==> src/clock_select_pkg.sv <==
// constants for the radio and system clock selection block
package clock_select_pkg;
	localparam int          ADDR_W            = 32;
	localparam int          DATA_W            = 16;
	// register offsets
	localparam logic [31:0] RADIO_CLOCK_OFS   = 32'h0500_0008;
	localparam logic [31:0] SYSTEM_CLOCK_OFS  = 32'h0500_000a;
	localparam logic [31:0] TIMER_CLOCK_OFS   = 32'h0500_000c;
	localparam logic [31:0] LINK_POWER_OFS    = 32'h0500_000e;
	// writable bits per register, reserved and read-only bits excluded
	localparam logic [15:0] RADIO_RW_MASK     = 16'h00fb;
	localparam logic [15:0] SYSTEM_RW_MASK    = 16'h037f;
	localparam logic [15:0] TIMER_RW_MASK     = 16'h7c00;
	localparam logic [15:0] POWER_RW_MASK     = 16'h0004;
	// reset values
	localparam logic [15:0] RADIO_RESET       = 16'h0040;
	localparam logic [15:0] SYSTEM_RESET      = 16'h0001;
	localparam logic [15:0] TIMER_RESET       = 16'h0000;
	localparam logic [15:0] POWER_RESET       = 16'h0004;
	localparam logic [3:0]  STATUS_RESET      = 4'h2;
	// radio clock control fields
	localparam int          LINK_EN_BIT       = 7;
	localparam int          LINK_LP_RST_BIT   = 6;
	localparam int          LINK_DIV_LSB      = 4;
	localparam int          RF_EN_BIT         = 3;
	localparam int          RF_DIV_LSB        = 0;
	// system clock control fields
	localparam int          STATUS_LSB        = 12;
	localparam int          LP_SRC_LSB        = 8;
	localparam int          REF_HALVE_BIT     = 6;
	localparam int          PLL_HALVE_BIT     = 5;
	localparam int          USB_SRC_BIT       = 4;
	localparam int          XTAL_PLLDIV_BIT   = 3;
	localparam int          XTAL_OFF_BIT      = 2;
	localparam int          SYS_SRC_LSB       = 0;
	// timer clock control fields
	localparam int          PWM_MAP_BIT       = 14;
	localparam int          WAKEUP_EN_BIT     = 13;
	localparam int          BREATH_EN_BIT     = 12;
	localparam int          TMR2_SRC_BIT      = 11;
	localparam int          TMR2_EN_BIT       = 10;
	// own power register field
	localparam int          LINK_PD_BIT       = 2;
	// system clock source codes
	localparam logic [1:0]  SRC_CRYSTAL       = 2'h0;
	localparam logic [1:0]  SRC_RC            = 2'h1;
	localparam logic [1:0]  SRC_LOWPOWER      = 2'h2;
	localparam logic [1:0]  SRC_PLL           = 2'h3;
	// status flag layout inside the 4-bit status field
	localparam int          FLAG_SLOW         = 0;
	localparam int          FLAG_RC           = 1;
	localparam int          FLAG_CRYSTAL      = 2;
	localparam int          FLAG_PLL          = 3;
	localparam int          DIV_CNT_W         = 3;
endpackage

==> src/clock_tick_divider.sv <==
// divides a source tick by 1, 2, 4 or 8 and gates it
`timescale 1ns/1ps
`default_nettype none
module clock_tick_divider #(
	parameter int CNT_W = 3
) (
	// clock and reset
	input  wire logic       clk,
	input  wire logic       rst,
	// control
	input  wire logic       src_tick,
	input  wire logic       en,
	input  wire logic [1:0] div_code,
	// divided tick
	output logic            tick_q
);
	logic [CNT_W-1:0] cnt_q;
	logic [CNT_W-1:0] cnt_d;
	logic [CNT_W-1:0] mask;
	logic             tick_d;

	assign mask   = CNT_W'((1 << div_code) - 1);
	assign tick_d = en && src_tick && ((cnt_q & mask) == mask);
	// counter parks at zero while gated so the first tick has a fixed phase
	assign cnt_d  = !en ? '0 : (src_tick ? CNT_W'(cnt_q + 1'b1) : cnt_q);

	always_ff @(posedge clk or posedge rst) begin
		if (rst) begin
			cnt_q  <= '0;
			tick_q <= 1'b0;
		end else begin
			cnt_q  <= cnt_d;
			tick_q <= tick_d;
		end
	end
endmodule
`default_nettype wire

==> src/radio_system_clock_select.sv <==
// radio link core, rf unit and system clock selection registers and gating
`timescale 1ns/1ps
`default_nettype none
// Overview of operation
// - bit 7 enables link core clocks; low keeps them stopped, reset low
// - access to stopped link core raises a hard fault
// - bit 6 holds link low-power timer in reset, resets to one
// - bits 5:4 divide reference by 1, 2, 4 or 8 for link core
// - bit 3 gates the rf control unit clock, reset off
// - bits 1:0 divide rf control unit clock by 1, 2, 4 or 8
// - status bits 15:12 show running source; only rc set at reset
// - bits 9:8 select low-power clock source
// - bit 6 halves the divided crystal reference for a fast crystal
// - bit 5 halves the pll output before any use
// - bit 4 selects usb clock: pll half or ahb clock
// - bit 3 enables crystal dividers feeding both plls
// - bit 2 stops the crystal oscillator two cycles after the write, with no handshake
// - bits 1:0 select system clock source, reset to rc
// - bit 14 maps timer-1 pwm to pad when debugger off, kept in sleep
// - bit 11 selects timer-2 clock: divided reference when clear, undivided when set
// - powerdown bit, set at reset, stops link core system clock
module radio_system_clock_select
	import clock_select_pkg::*;
(
	// clock and reset
	input  wire logic                             clk,
	input  wire logic                             rst,
	// register port
	input  wire logic [clock_select_pkg::ADDR_W-1:0] addr,
	input  wire logic [clock_select_pkg::DATA_W-1:0] wdata,
	input  wire logic                             wr_en,
	input  wire logic                             rd_en,
	output logic [clock_select_pkg::DATA_W-1:0]   rdata_q,
	// system side inputs
	input  wire logic                             link_reg_access,
	input  wire logic                             debugger_en,
	// link core and rf control unit clocks
	output logic                                  link_core_tick_q,
	output logic                                  link_lowpower_timer_reset_q,
	output logic                                  rf_ctrl_unit_tick_q,
	output logic                                  hard_fault_q,
	// oscillator and source controls
	output logic [1:0]                            system_clock_source_q,
	output logic [1:0]                            lowpower_clock_source_q,
	output logic                                  ref_halve_for_fast_crystal_q,
	output logic                                  pll_halve_q,
	output logic                                  usb_clock_source_q,
	output logic                                  crystal_pll_divider_en_q,
	output logic                                  crystal_osc_off_q,
	output logic                                  pll_hold_on_q,
	// timer clocks and pad mapping
	output logic                                  timer1_pwm_pad_map_q,
	output logic                                  wakeup_counter_clock_en_q,
	output logic                                  breathing_led_clock_en_q,
	output logic                                  timer2_tick_q
);
	import clock_select_pkg::*;

	logic [15:0] radio_q;
	logic [15:0] system_q;
	logic [15:0] timer_q;
	logic [15:0] power_q;
	logic [3:0]  status_q;
	logic [3:0]  status_d;
	logic        ref_phase_q;

	// address decode
	wire hit_radio  = (addr == RADIO_CLOCK_OFS);
	wire hit_system = (addr == SYSTEM_CLOCK_OFS);
	wire hit_timer  = (addr == TIMER_CLOCK_OFS);
	wire hit_power  = (addr == LINK_POWER_OFS);
	wire wr_radio   = wr_en && hit_radio;
	wire wr_system  = wr_en && hit_system;
	wire wr_timer   = wr_en && hit_timer;
	wire wr_power   = wr_en && hit_power;

	wire [15:0] system_view = {status_q, system_q[11:0]};
	wire [15:0] rd_mux      = hit_radio  ? radio_q :
	                          hit_system ? system_view :
	                          hit_timer  ? timer_q :
	                          hit_power  ? power_q : 16'h0000;

	// register storage; only writable bits ever change
	always_ff @(posedge clk or posedge rst) begin
		if (rst) begin
			radio_q  <= RADIO_RESET;
			system_q <= SYSTEM_RESET;
			timer_q  <= TIMER_RESET;
			power_q  <= POWER_RESET;
		end else begin
			if (wr_radio)
				radio_q <= wdata & RADIO_RW_MASK;
			if (wr_system)
				system_q <= wdata & SYSTEM_RW_MASK;
			if (wr_timer)
				timer_q <= wdata & TIMER_RW_MASK;
			if (wr_power)
				power_q <= wdata & POWER_RW_MASK;
		end
	end

	// read data stand only in the cycle after the strobe
	always_ff @(posedge clk or posedge rst) begin
		if (rst)
			rdata_q <= 16'h0000;
		else
			rdata_q <= rd_en ? rd_mux : 16'h0000;
	end

	// running-source flags follow the selected source one cycle later
	wire [1:0] sys_src = system_q[SYS_SRC_LSB +: 2];
	always_comb begin
		status_d = 4'h0;
		case (sys_src)
			SRC_CRYSTAL:  status_d[FLAG_CRYSTAL] = 1'b1;
			SRC_RC:       status_d[FLAG_RC]      = 1'b1;
			SRC_LOWPOWER: status_d[FLAG_SLOW]    = 1'b1;
			SRC_PLL:      status_d[FLAG_PLL]     = 1'b1;
			default:      status_d[FLAG_RC]      = 1'b1;
		endcase
	end

	always_ff @(posedge clk or posedge rst) begin
		if (rst)
			status_q <= STATUS_RESET;
		else
			status_q <= status_d;
	end

	// divided crystal reference: every cycle, or every other when halved
	wire ref_halve = system_q[REF_HALVE_BIT];
	wire ref_tick  = !ref_halve || ref_phase_q;
	always_ff @(posedge clk or posedge rst) begin
		if (rst)
			ref_phase_q <= 1'b0;
		else
			ref_phase_q <= ref_halve ? !ref_phase_q : 1'b0;
	end

	// link core runs only when enabled and not powered down
	wire link_stopped = !radio_q[LINK_EN_BIT] || power_q[LINK_PD_BIT];

	clock_tick_divider #(
		.CNT_W (DIV_CNT_W)
	) link_div (
		.clk      (clk),
		.rst      (rst),
		.src_tick (ref_tick),
		.en       (!link_stopped),
		.div_code (radio_q[LINK_DIV_LSB +: 2]),
		.tick_q   (link_core_tick_q)
	);

	clock_tick_divider #(
		.CNT_W (DIV_CNT_W)
	) rf_div (
		.clk      (clk),
		.rst      (rst),
		.src_tick (1'b1),
		.en       (radio_q[RF_EN_BIT]),
		.div_code (radio_q[RF_DIV_LSB +: 2]),
		.tick_q   (rf_ctrl_unit_tick_q)
	);

	// control outputs, each from a flip-flop
	wire timer2_tick_d = timer_q[TMR2_EN_BIT] &&
	                     (timer_q[TMR2_SRC_BIT] || ref_tick);
	always_ff @(posedge clk or posedge rst) begin
		if (rst) begin
			link_lowpower_timer_reset_q  <= 1'b1;
			hard_fault_q                 <= 1'b0;
			system_clock_source_q        <= SRC_RC;
			lowpower_clock_source_q      <= 2'h0;
			ref_halve_for_fast_crystal_q <= 1'b0;
			pll_halve_q                  <= 1'b0;
			usb_clock_source_q           <= 1'b0;
			crystal_pll_divider_en_q     <= 1'b0;
			crystal_osc_off_q            <= 1'b0;
			pll_hold_on_q                <= 1'b0;
			timer1_pwm_pad_map_q         <= 1'b0;
			wakeup_counter_clock_en_q    <= 1'b0;
			breathing_led_clock_en_q     <= 1'b0;
			timer2_tick_q                <= 1'b0;
		end else begin
			link_lowpower_timer_reset_q  <= radio_q[LINK_LP_RST_BIT];
			hard_fault_q                 <= link_reg_access && link_stopped;
			system_clock_source_q        <= sys_src;
			lowpower_clock_source_q      <= system_q[LP_SRC_LSB +: 2];
			ref_halve_for_fast_crystal_q <= ref_halve;
			pll_halve_q                  <= system_q[PLL_HALVE_BIT];
			usb_clock_source_q           <= system_q[USB_SRC_BIT];
			crystal_pll_divider_en_q     <= system_q[XTAL_PLLDIV_BIT];
			// straight through: no handshake, software must not stop it in use
			crystal_osc_off_q            <= system_q[XTAL_OFF_BIT];
			pll_hold_on_q                <= status_q[FLAG_PLL];
			// the register holds through deep sleep, only debug overrides it
			timer1_pwm_pad_map_q         <= timer_q[PWM_MAP_BIT] && !debugger_en;
			wakeup_counter_clock_en_q    <= timer_q[WAKEUP_EN_BIT];
			breathing_led_clock_en_q     <= timer_q[BREATH_EN_BIT];
			timer2_tick_q                <= timer2_tick_d;
		end
	end

	// helper logic for the checks below
	logic [3:0] quiet_q;
	logic [3:0] rf_gap_q;
	always_ff @(posedge clk or posedge rst) begin
		if (rst) begin
			quiet_q  <= 4'h0;
			rf_gap_q <= 4'h0;
		end else begin
			quiet_q  <= (wr_radio || wr_system || wr_power) ? 4'h0 :
			            (quiet_q == 4'hf ? quiet_q : 4'(quiet_q + 1'b1));
			rf_gap_q <= rf_ctrl_unit_tick_q ? 4'h0 :
			            (rf_gap_q == 4'hf ? rf_gap_q : 4'(rf_gap_q + 1'b1));
		end
	end
endmodule
`default_nettype wire

==> config.mk <==
export PLATFORM = sky130hd
export DESIGN_NAME = radio_system_clock_select
export DESIGN_NICKNAME = d
export VERILOG_FILES = /design/src/clock_select_pkg.sv /design/src/clock_tick_divider.sv /design/src/radio_system_clock_select.sv
export SDC_FILE = /design/constraint.sdc
export NUM_CORES = 1
export LEC_CHECK = 0
export ABC_AREA = 1
export BUFFER_PORTS_ARGS = -buffer_cell sky130_fd_sc_hd__buf_2
export CAP_MARGIN = 20
export CORE_ASPECT_RATIO = 1.25
export CORE_MARGIN = 2
export CORE_UTILIZATION = 30
export CTS_BUF_LIST = sky130_fd_sc_hd__clkbuf_4
export CTS_CLUSTER_DIAMETER = 30
export DETAILED_ROUTE_END_ITERATION = 6
export HOLD_SLACK_MARGIN = 0.08
export MAX_ROUTING_LAYER = met4
export SYNTH_ARGS = -nofsm -noshare
export SYNTH_HDL_FRONTEND = slang
export SYNTH_SLANG_ARGS = --single-unit
==> constraint.sdc <==
create_clock -name clk -period 4.08 [get_ports clk]
set_clock_uncertainty 0.2 [all_clocks]
set_input_delay 0.204 -clock clk [delete_from_list [all_inputs] [get_ports clk]]
set_output_delay 0.204 -clock clk [all_outputs]
set_load 0.005 [all_outputs]
# Word-level counts from Yosys, hierarchy flattened
# Cells that the tools add are included.
[word_totals]
inputBits = 54
ff_bits = 67
word_cells = 75
[classes]
shift = 2
n_reduce_logical = 20
mux = 13
n_bitwise = 2
add_sub_neg = 4
eq_ne = 9
[op_table]
columns = ["operator", "count"]
rows = [
  ["$eq 32x27->1 const B", 4],
  ["$mux 16", 3],
  ["$mux 15", 1],
  ["$mux 3", 4],
  ["$logic_and 1x1->1", 10],
  ["$add 3x1->3 const B", 2],
  ["$and 3x3->3", 2],
  ["$eq 3x3->1", 2],
  ["$shl 1x2->3 const A", 2],
  ["$sub 3x2->3 const B", 2],
  ["$logic_not 1->1", 5],
  ["$mux 1", 5],
  ["$eq 2x2->1 const B", 2],
  ["$logic_or 1x1->1", 3],
  ["$eq 2x1->1 const B", 1],
  ["$logic_not 2->1", 1],
  ["$reduce_bool 2->1", 1],
]

# Logic depth before layout (Yosys ltp)
[logic_depth]
depth_word = 6
mapped_depth = 10

# Modules after synthesis
# A second synthesis with hierarchy kept.
[hier_totals]
cells_unflattened = 327
area_unflattened_um2 = 2866.5
[modules_own_cells]
columns = ["mod", "area_per_inst_um2", "cells_each", "seq_area_each_um2", "instances"]
rows = [
  ["radio_system_clock_select", 2451.1, 273, 1483.9, 1],
  ["clock_tick_divider", 207.7, 27, 100.1, 2],
]

# Worst setup path after synthesis
# OpenSTA, ideal clock, no wires.
[synth_path]
path_type = "input to register"
from = "in addr[31] (netlist bit)"
to = "reg system_q[1]"
required_time_ps = 3764
arrival_ps = 1015
stages = 8
n_path_buf = 0
path_slack_ps = 2749
path_cell_list = "nor2_1 nand2_1 nor2_2 nand2_4 nor2_4 nand2_4 nand2_1 nand2_1"
[synth_via]
elab_chain_len = 2
[synth_lines]
columns = ["item", "line", "source"]
rows = [
  ["start, declared", "radio_system_clock_select.sv:29", "input wire logic [clock_select_pkg::ADDR_W-1:0] addr,"],
  ["$eq 32x27->1", "radio_system_clock_select.sv:69", "wire hit_system = (addr == SYSTEM_CLOCK_OFS);"],
  ["$logic_and 1x1->1", "radio_system_clock_select.sv:73", "wire wr_system = wr_en && hit_system;"],
  ["end signal, assigned", "radio_system_clock_select.sv:94", "system_q <= wdata & SYSTEM_RW_MASK;"],
  ["end, declared", "radio_system_clock_select.sv:60", "logic [15:0] system_q;"],
]
# No other way between the ends.
# A chain may end at the register's enable or synchronous reset.

# Worst setup path in the final report
[layout_path]
from = "in addr[21] (netlist bit)"
to = "reg radio_q[1]"
[layout_via]
elab_chain_len = 2
[layout_lines]
columns = ["item", "line", "source"]
rows = [
  ["$eq 32x27->1", "radio_system_clock_select.sv:68", "wire hit_radio = (addr == RADIO_CLOCK_OFS);"],
  ["$logic_and 1x1->1", "radio_system_clock_select.sv:72", "wire wr_radio = wr_en && hit_radio;"],
  ["end signal, assigned", "radio_system_clock_select.sv:92", "radio_q <= wdata & RADIO_RW_MASK;"],
  ["end, declared", "radio_system_clock_select.sv:59", "logic [15:0] radio_q;"],
]
# No other way between the ends.

==> run_summary.xml <==
<?xml version="1.0" encoding="UTF-8"?>
<metrics>
  <group name="global_route">
    <metric name="grt_pass1_wl" unit="µm">10900</metric>
    <metric name="antenna_found_initial" unit="">0</metric>
    <metric name="overflow" unit="">0</metric>
    <metric name="grt.total_usage" unit="">0.141</metric>
    <metric name="grt_pass1_vias" unit="">2346</metric>
    <metric name="grt_max_degree" unit="">39</metric>
  </group>
  <group name="cells_and_area">
    <metric name="final-seq-area" unit="µm²">1680</metric>
    <metric name="final_cell_mix" unit="">92 x sky130_fd_sc_hd__nand2_1, 86 x sky130_fd_sc_hd__buf_2, 61 x sky130_fd_sc_hd__dfrtp_1, 39 x sky130_fd_sc_hd__nor2_1, 31 x sky130_fd_sc_hd__inv_1</metric>
    <metric name="stdcell_area" unit="µm²">3730</metric>
    <metric name="final_layout_size_suffix_gt1_frac" unit="">0.304</metric>
    <metric name="multiInputGateArea" unit="µm²">945</metric>
    <metric name="layout.cells.most_common" unit="">sky130_fd_sc_hd__nand2_1</metric>
    <metric name="final_nets" unit="">475</metric>
    <metric name="area_delta_synth_final" unit="%">33.9</metric>
    <metric name="n_fill_cell" unit="">937</metric>
    <metric name="antenna_cells" unit="">0</metric>
    <metric name="fin_util" unit="">0.411</metric>
  </group>
  <group name="sta">
    <metric name="timing.final.crit_period" unit="ns">1.77</metric>
    <metric name="worst_pin_slew" unit="ns">0.614</metric>
    <metric name="max_slew_violations" unit="">0</metric>
    <metric name="setup_repair_after_global_routing_missed_its_margin" unit="">false</metric>
    <metric name="setup-tns-final" unit="ns">0</metric>
    <metric name="timing.fmax" unit="MHz">566</metric>
    <metric name="timing.max_slew.rel_slack" unit="">0.590</metric>
    <metric name="finalCritPeriodShare" unit="">0.433</metric>
    <metric name="timing_hold_violations_final" unit="">0</metric>
    <metric name="setup_viol" unit="">0</metric>
  </group>
  <group name="power_and_ir_drop">
    <metric name="p_total" unit="mW">1.24</metric>
    <metric name="powerDensity" unit="nW/µm²">331</metric>
    <metric name="worst_ir_drop_vdd" unit="V">0.000136</metric>
    <metric name="p_leak" unit="nW">2.09</metric>
  </group>
  <group name="worst_setup_path">
    <metric name="setup.reg_to_reg.worst_slack" unit="ns">2.71</metric>
    <metric name="slowest_stage" unit="">sky130_fd_sc_hd__dlygate4sd3_1</metric>
    <metric name="setup.worst_path.start_class" unit="">input port</metric>
    <metric name="critPathKind" unit="">in2reg</metric>
    <metric name="timing.rr.start" unit="">system_q[6]$_DFFE_PP0P_</metric>
    <metric name="worstReg2RegEnd" unit="">link_div.cnt_q[0]$_DFFE_PP0P_</metric>
    <metric name="cp.buffers_inverters" unit="">2</metric>
    <metric name="critical_path.max_stage_delay" unit="ns">0.53</metric>
    <metric name="worst_setup_path_end_kind" unit="">register</metric>
    <metric name="critPathMostFrequentCell" unit="">sky130_fd_sc_hd__nand2_1</metric>
    <metric name="timing.critical_path.cells" unit="">dlygate4sd3_1, buf_2, nor2_1, nand2_1, nor2_2, nand2_4, nor2_8, nand2_2, nand2_1, nand2_1</metric>
    <metric name="critical_path_peak_fanout" unit="">15</metric>
    <metric name="required" unit="ns">4.18</metric>
    <metric name="critical-path-top-delay-family" unit="">simple AND/OR/NAND/NOR gates</metric>
    <metric name="r2r_cells" unit="">6</metric>
    <metric name="cp.arrival" unit="ns">1.87</metric>
  </group>
  <group name="floorplanning">
    <metric name="initial_core_util" unit="">0.307</metric>
    <metric name="ios" unit="">88</metric>
    <metric name="fp-row-count" unit="">39</metric>
    <metric name="die-height" unit="µm">112</metric>
    <metric name="die_area" unit="µm²">10100</metric>
    <metric name="dieWidth" unit="µm">90.2</metric>
    <metric name="floorplan_core_area" unit="µm²">9080</metric>
  </group>
  <group name="clocking">
    <metric name="htree_num_levels" unit="">3</metric>
    <metric name="clock_sink_count" unit="">67</metric>
    <metric name="cts-root-buf" unit="">sky130_fd_sc_hd__clkbuf_4</metric>
    <metric name="cts_buffers" unit="">9</metric>
    <metric name="clkTransAtPathRegs" unit="ns">0.12</metric>
    <metric name="post_cts_resized" unit="">0</metric>
    <metric name="maximum_number_of_buffers_from_clock_root_to_sink" unit="">2</metric>
    <metric name="worst_skew_pair.late_latency" unit="ns">0.41</metric>
    <metric name="cts_tree" unit="">done</metric>
  </group>
  <group name="logic_synthesis">
    <metric name="ys_seq_elements" unit="">67</metric>
    <metric name="synth-warning-count" unit="">0</metric>
    <metric name="netlist_instances" unit="">303</metric>
    <metric name="syn_nets" unit="">359</metric>
    <metric name="synth.distinct_cells" unit="">27</metric>
    <metric name="syn_area_per_cell" unit="µm²">9.20</metric>
    <metric name="synthesis.area" unit="µm²">2790</metric>
    <metric name="synth_seq_area_share" unit="">0.604</metric>
  </group>
  <group name="routing">
    <metric name="post_drt_via_cell_ratio" unit="">4.27</metric>
    <metric name="antenna_left" unit="">0</metric>
    <metric name="drt_first_pass_iters" unit="">4</metric>
    <metric name="drc_errors" unit="">0</metric>
    <metric name="routed_wire_length_per_instance" unit="µm">11.8</metric>
    <metric name="via_count" unit="">2335</metric>
    <metric name="dr.first_iter.drc_count" unit="">75</metric>
    <metric name="wl" unit="µm">6470</metric>
  </group>
  <group name="min_path">
    <metric name="hold_start" unit="">addr[1]</metric>
    <metric name="hold_depth" unit="">6</metric>
    <metric name="hold_path_sink" unit="">rdata_q[7]$_DFF_PP0_</metric>
    <metric name="hold_path_class" unit="">in2reg</metric>
  </group>
  <group name="flow_run">
    <metric name="drv_cap" unit="">0</metric>
  </group>
  <group name="status">
    <metric name="outcome" unit="">completed</metric>
  </group>
  <group name="place">
    <metric name="io_buffer_count" unit="">86</metric>
    <metric name="hpwlAfterDp" unit="µm">4660</metric>
    <metric name="placed_area" unit="µm²">3360</metric>
    <metric name="gp_congestion" unit="">0.773</metric>
  </group>
</metrics>
## per-layer routing
layer,up-vias,GRT usage,part of all wire
met5,-,-,0
met4,0,0.0728,0.033
met3,21,0.0345,0.041
met2,55,0.237,0.50
met1,1078,0.156,0.42
li1,1181,-,-
## registers in the layout, summed over array words and instances (netlist names), 2 cells and up
register                 flops
rdata_q                     16
system_q                     9
radio_q                      7
timer_q                      5
status_q                     4
link_div.cnt_q               3
rf_div.cnt_q                 3
lowpower_clock_source_q      2
system_clock_source_q        2
## logic make-up (layout without fill, tap and decap cells)
family,Yosys count,in the layout,synth area share
flops,67,67,0.604
fa+ha+maj,2,2,0.00898
buf+inv,38,159,0.0566
simple gates,173,173,0.284
compound gates,23,23,0.0458
## worst max path at each step
stage,from,to,slack (ns),depth (start not counted)
5_1_grt,addr[21],radio_q[3]$_DFFE_PP0P_,2.19,10
4_1_cts,addr[21],radio_q[1]$_DFFE_PP0P_,2.33,10
3_3_place_gp,addr[15],radio_q[3]$_DFFE_PP0P_,2.37,9
2_1_floorplan,rst,breathing_led_clock_en_q$_DFF_PP0_,2.00,1
3_5_place_dp,addr[15],radio_q[1]$_DFFE_PP0P_,2.36,9
6_report,addr[21],radio_q[1]$_DFFE_PP0P_,2.31,10
## final cells by class
cell class,count,share of cell area
clock buffer,10,0.0201
inverter,35,0.0365
tap,123,0.0412
clock inverter,6,0.0241
timing repair buffer,108,0.174
sequential,67,0.451
multi-input combinational,198,0.253
## where the power goes
group          internal, mW  total, mW  switching [mW]
Sequential            0.665      0.665        0.000115
Clock                 0.256      0.496           0.239
Combinational        0.0366     0.0754          0.0387
## stage by stage
step                      cells  setup slack (ns)  hold slack, ns
after floorplan             303              2.00          0.0694
after global placement      510              2.37           0.121
after detailed placement    510              2.36           0.125
after CTS                   547              2.33          0.0806
after global routing        547              2.19           0.126
final                       547              2.31           0.101
## tightest hold or removal path, stage by stage
cell and delay, ns:
sky130_fd_sc_hd__buf_2 0.10, sky130_fd_sc_hd__nor2_1 0.04, sky130_fd_sc_hd__nand2_1 0.06, sky130_fd_sc_hd__nor2_1 0.04
sky130_fd_sc_hd__nand2_2 0.15, sky130_fd_sc_hd__nor4_1 0.08
## what timing repair did
action | 4_1_cts | 5_1_grt
hold buffers | 21 | 0
setup endpoints to repair | 0 | 0
buffers inserted | 0 | 0
hold endpoints to repair | 69 | 0
## cell usage after synthesis (all sizes together)
cell    instances  share of area
nor3            2         0.0036
a21boi          1         0.0027
nand3          24          0.048
buf             3         0.0076
o21ai          13          0.025
and2            1         0.0022
a21oi           7          0.013
a221oi          1         0.0031
inv            35          0.049
a211oi          1         0.0027
nor4            1         0.0022
ha              2         0.0090
dfstp           6          0.057
dfrtp          61           0.55
nand2          97           0.14
nor2           48          0.088
Note: power is estimated with default switching activity, not from simulation.
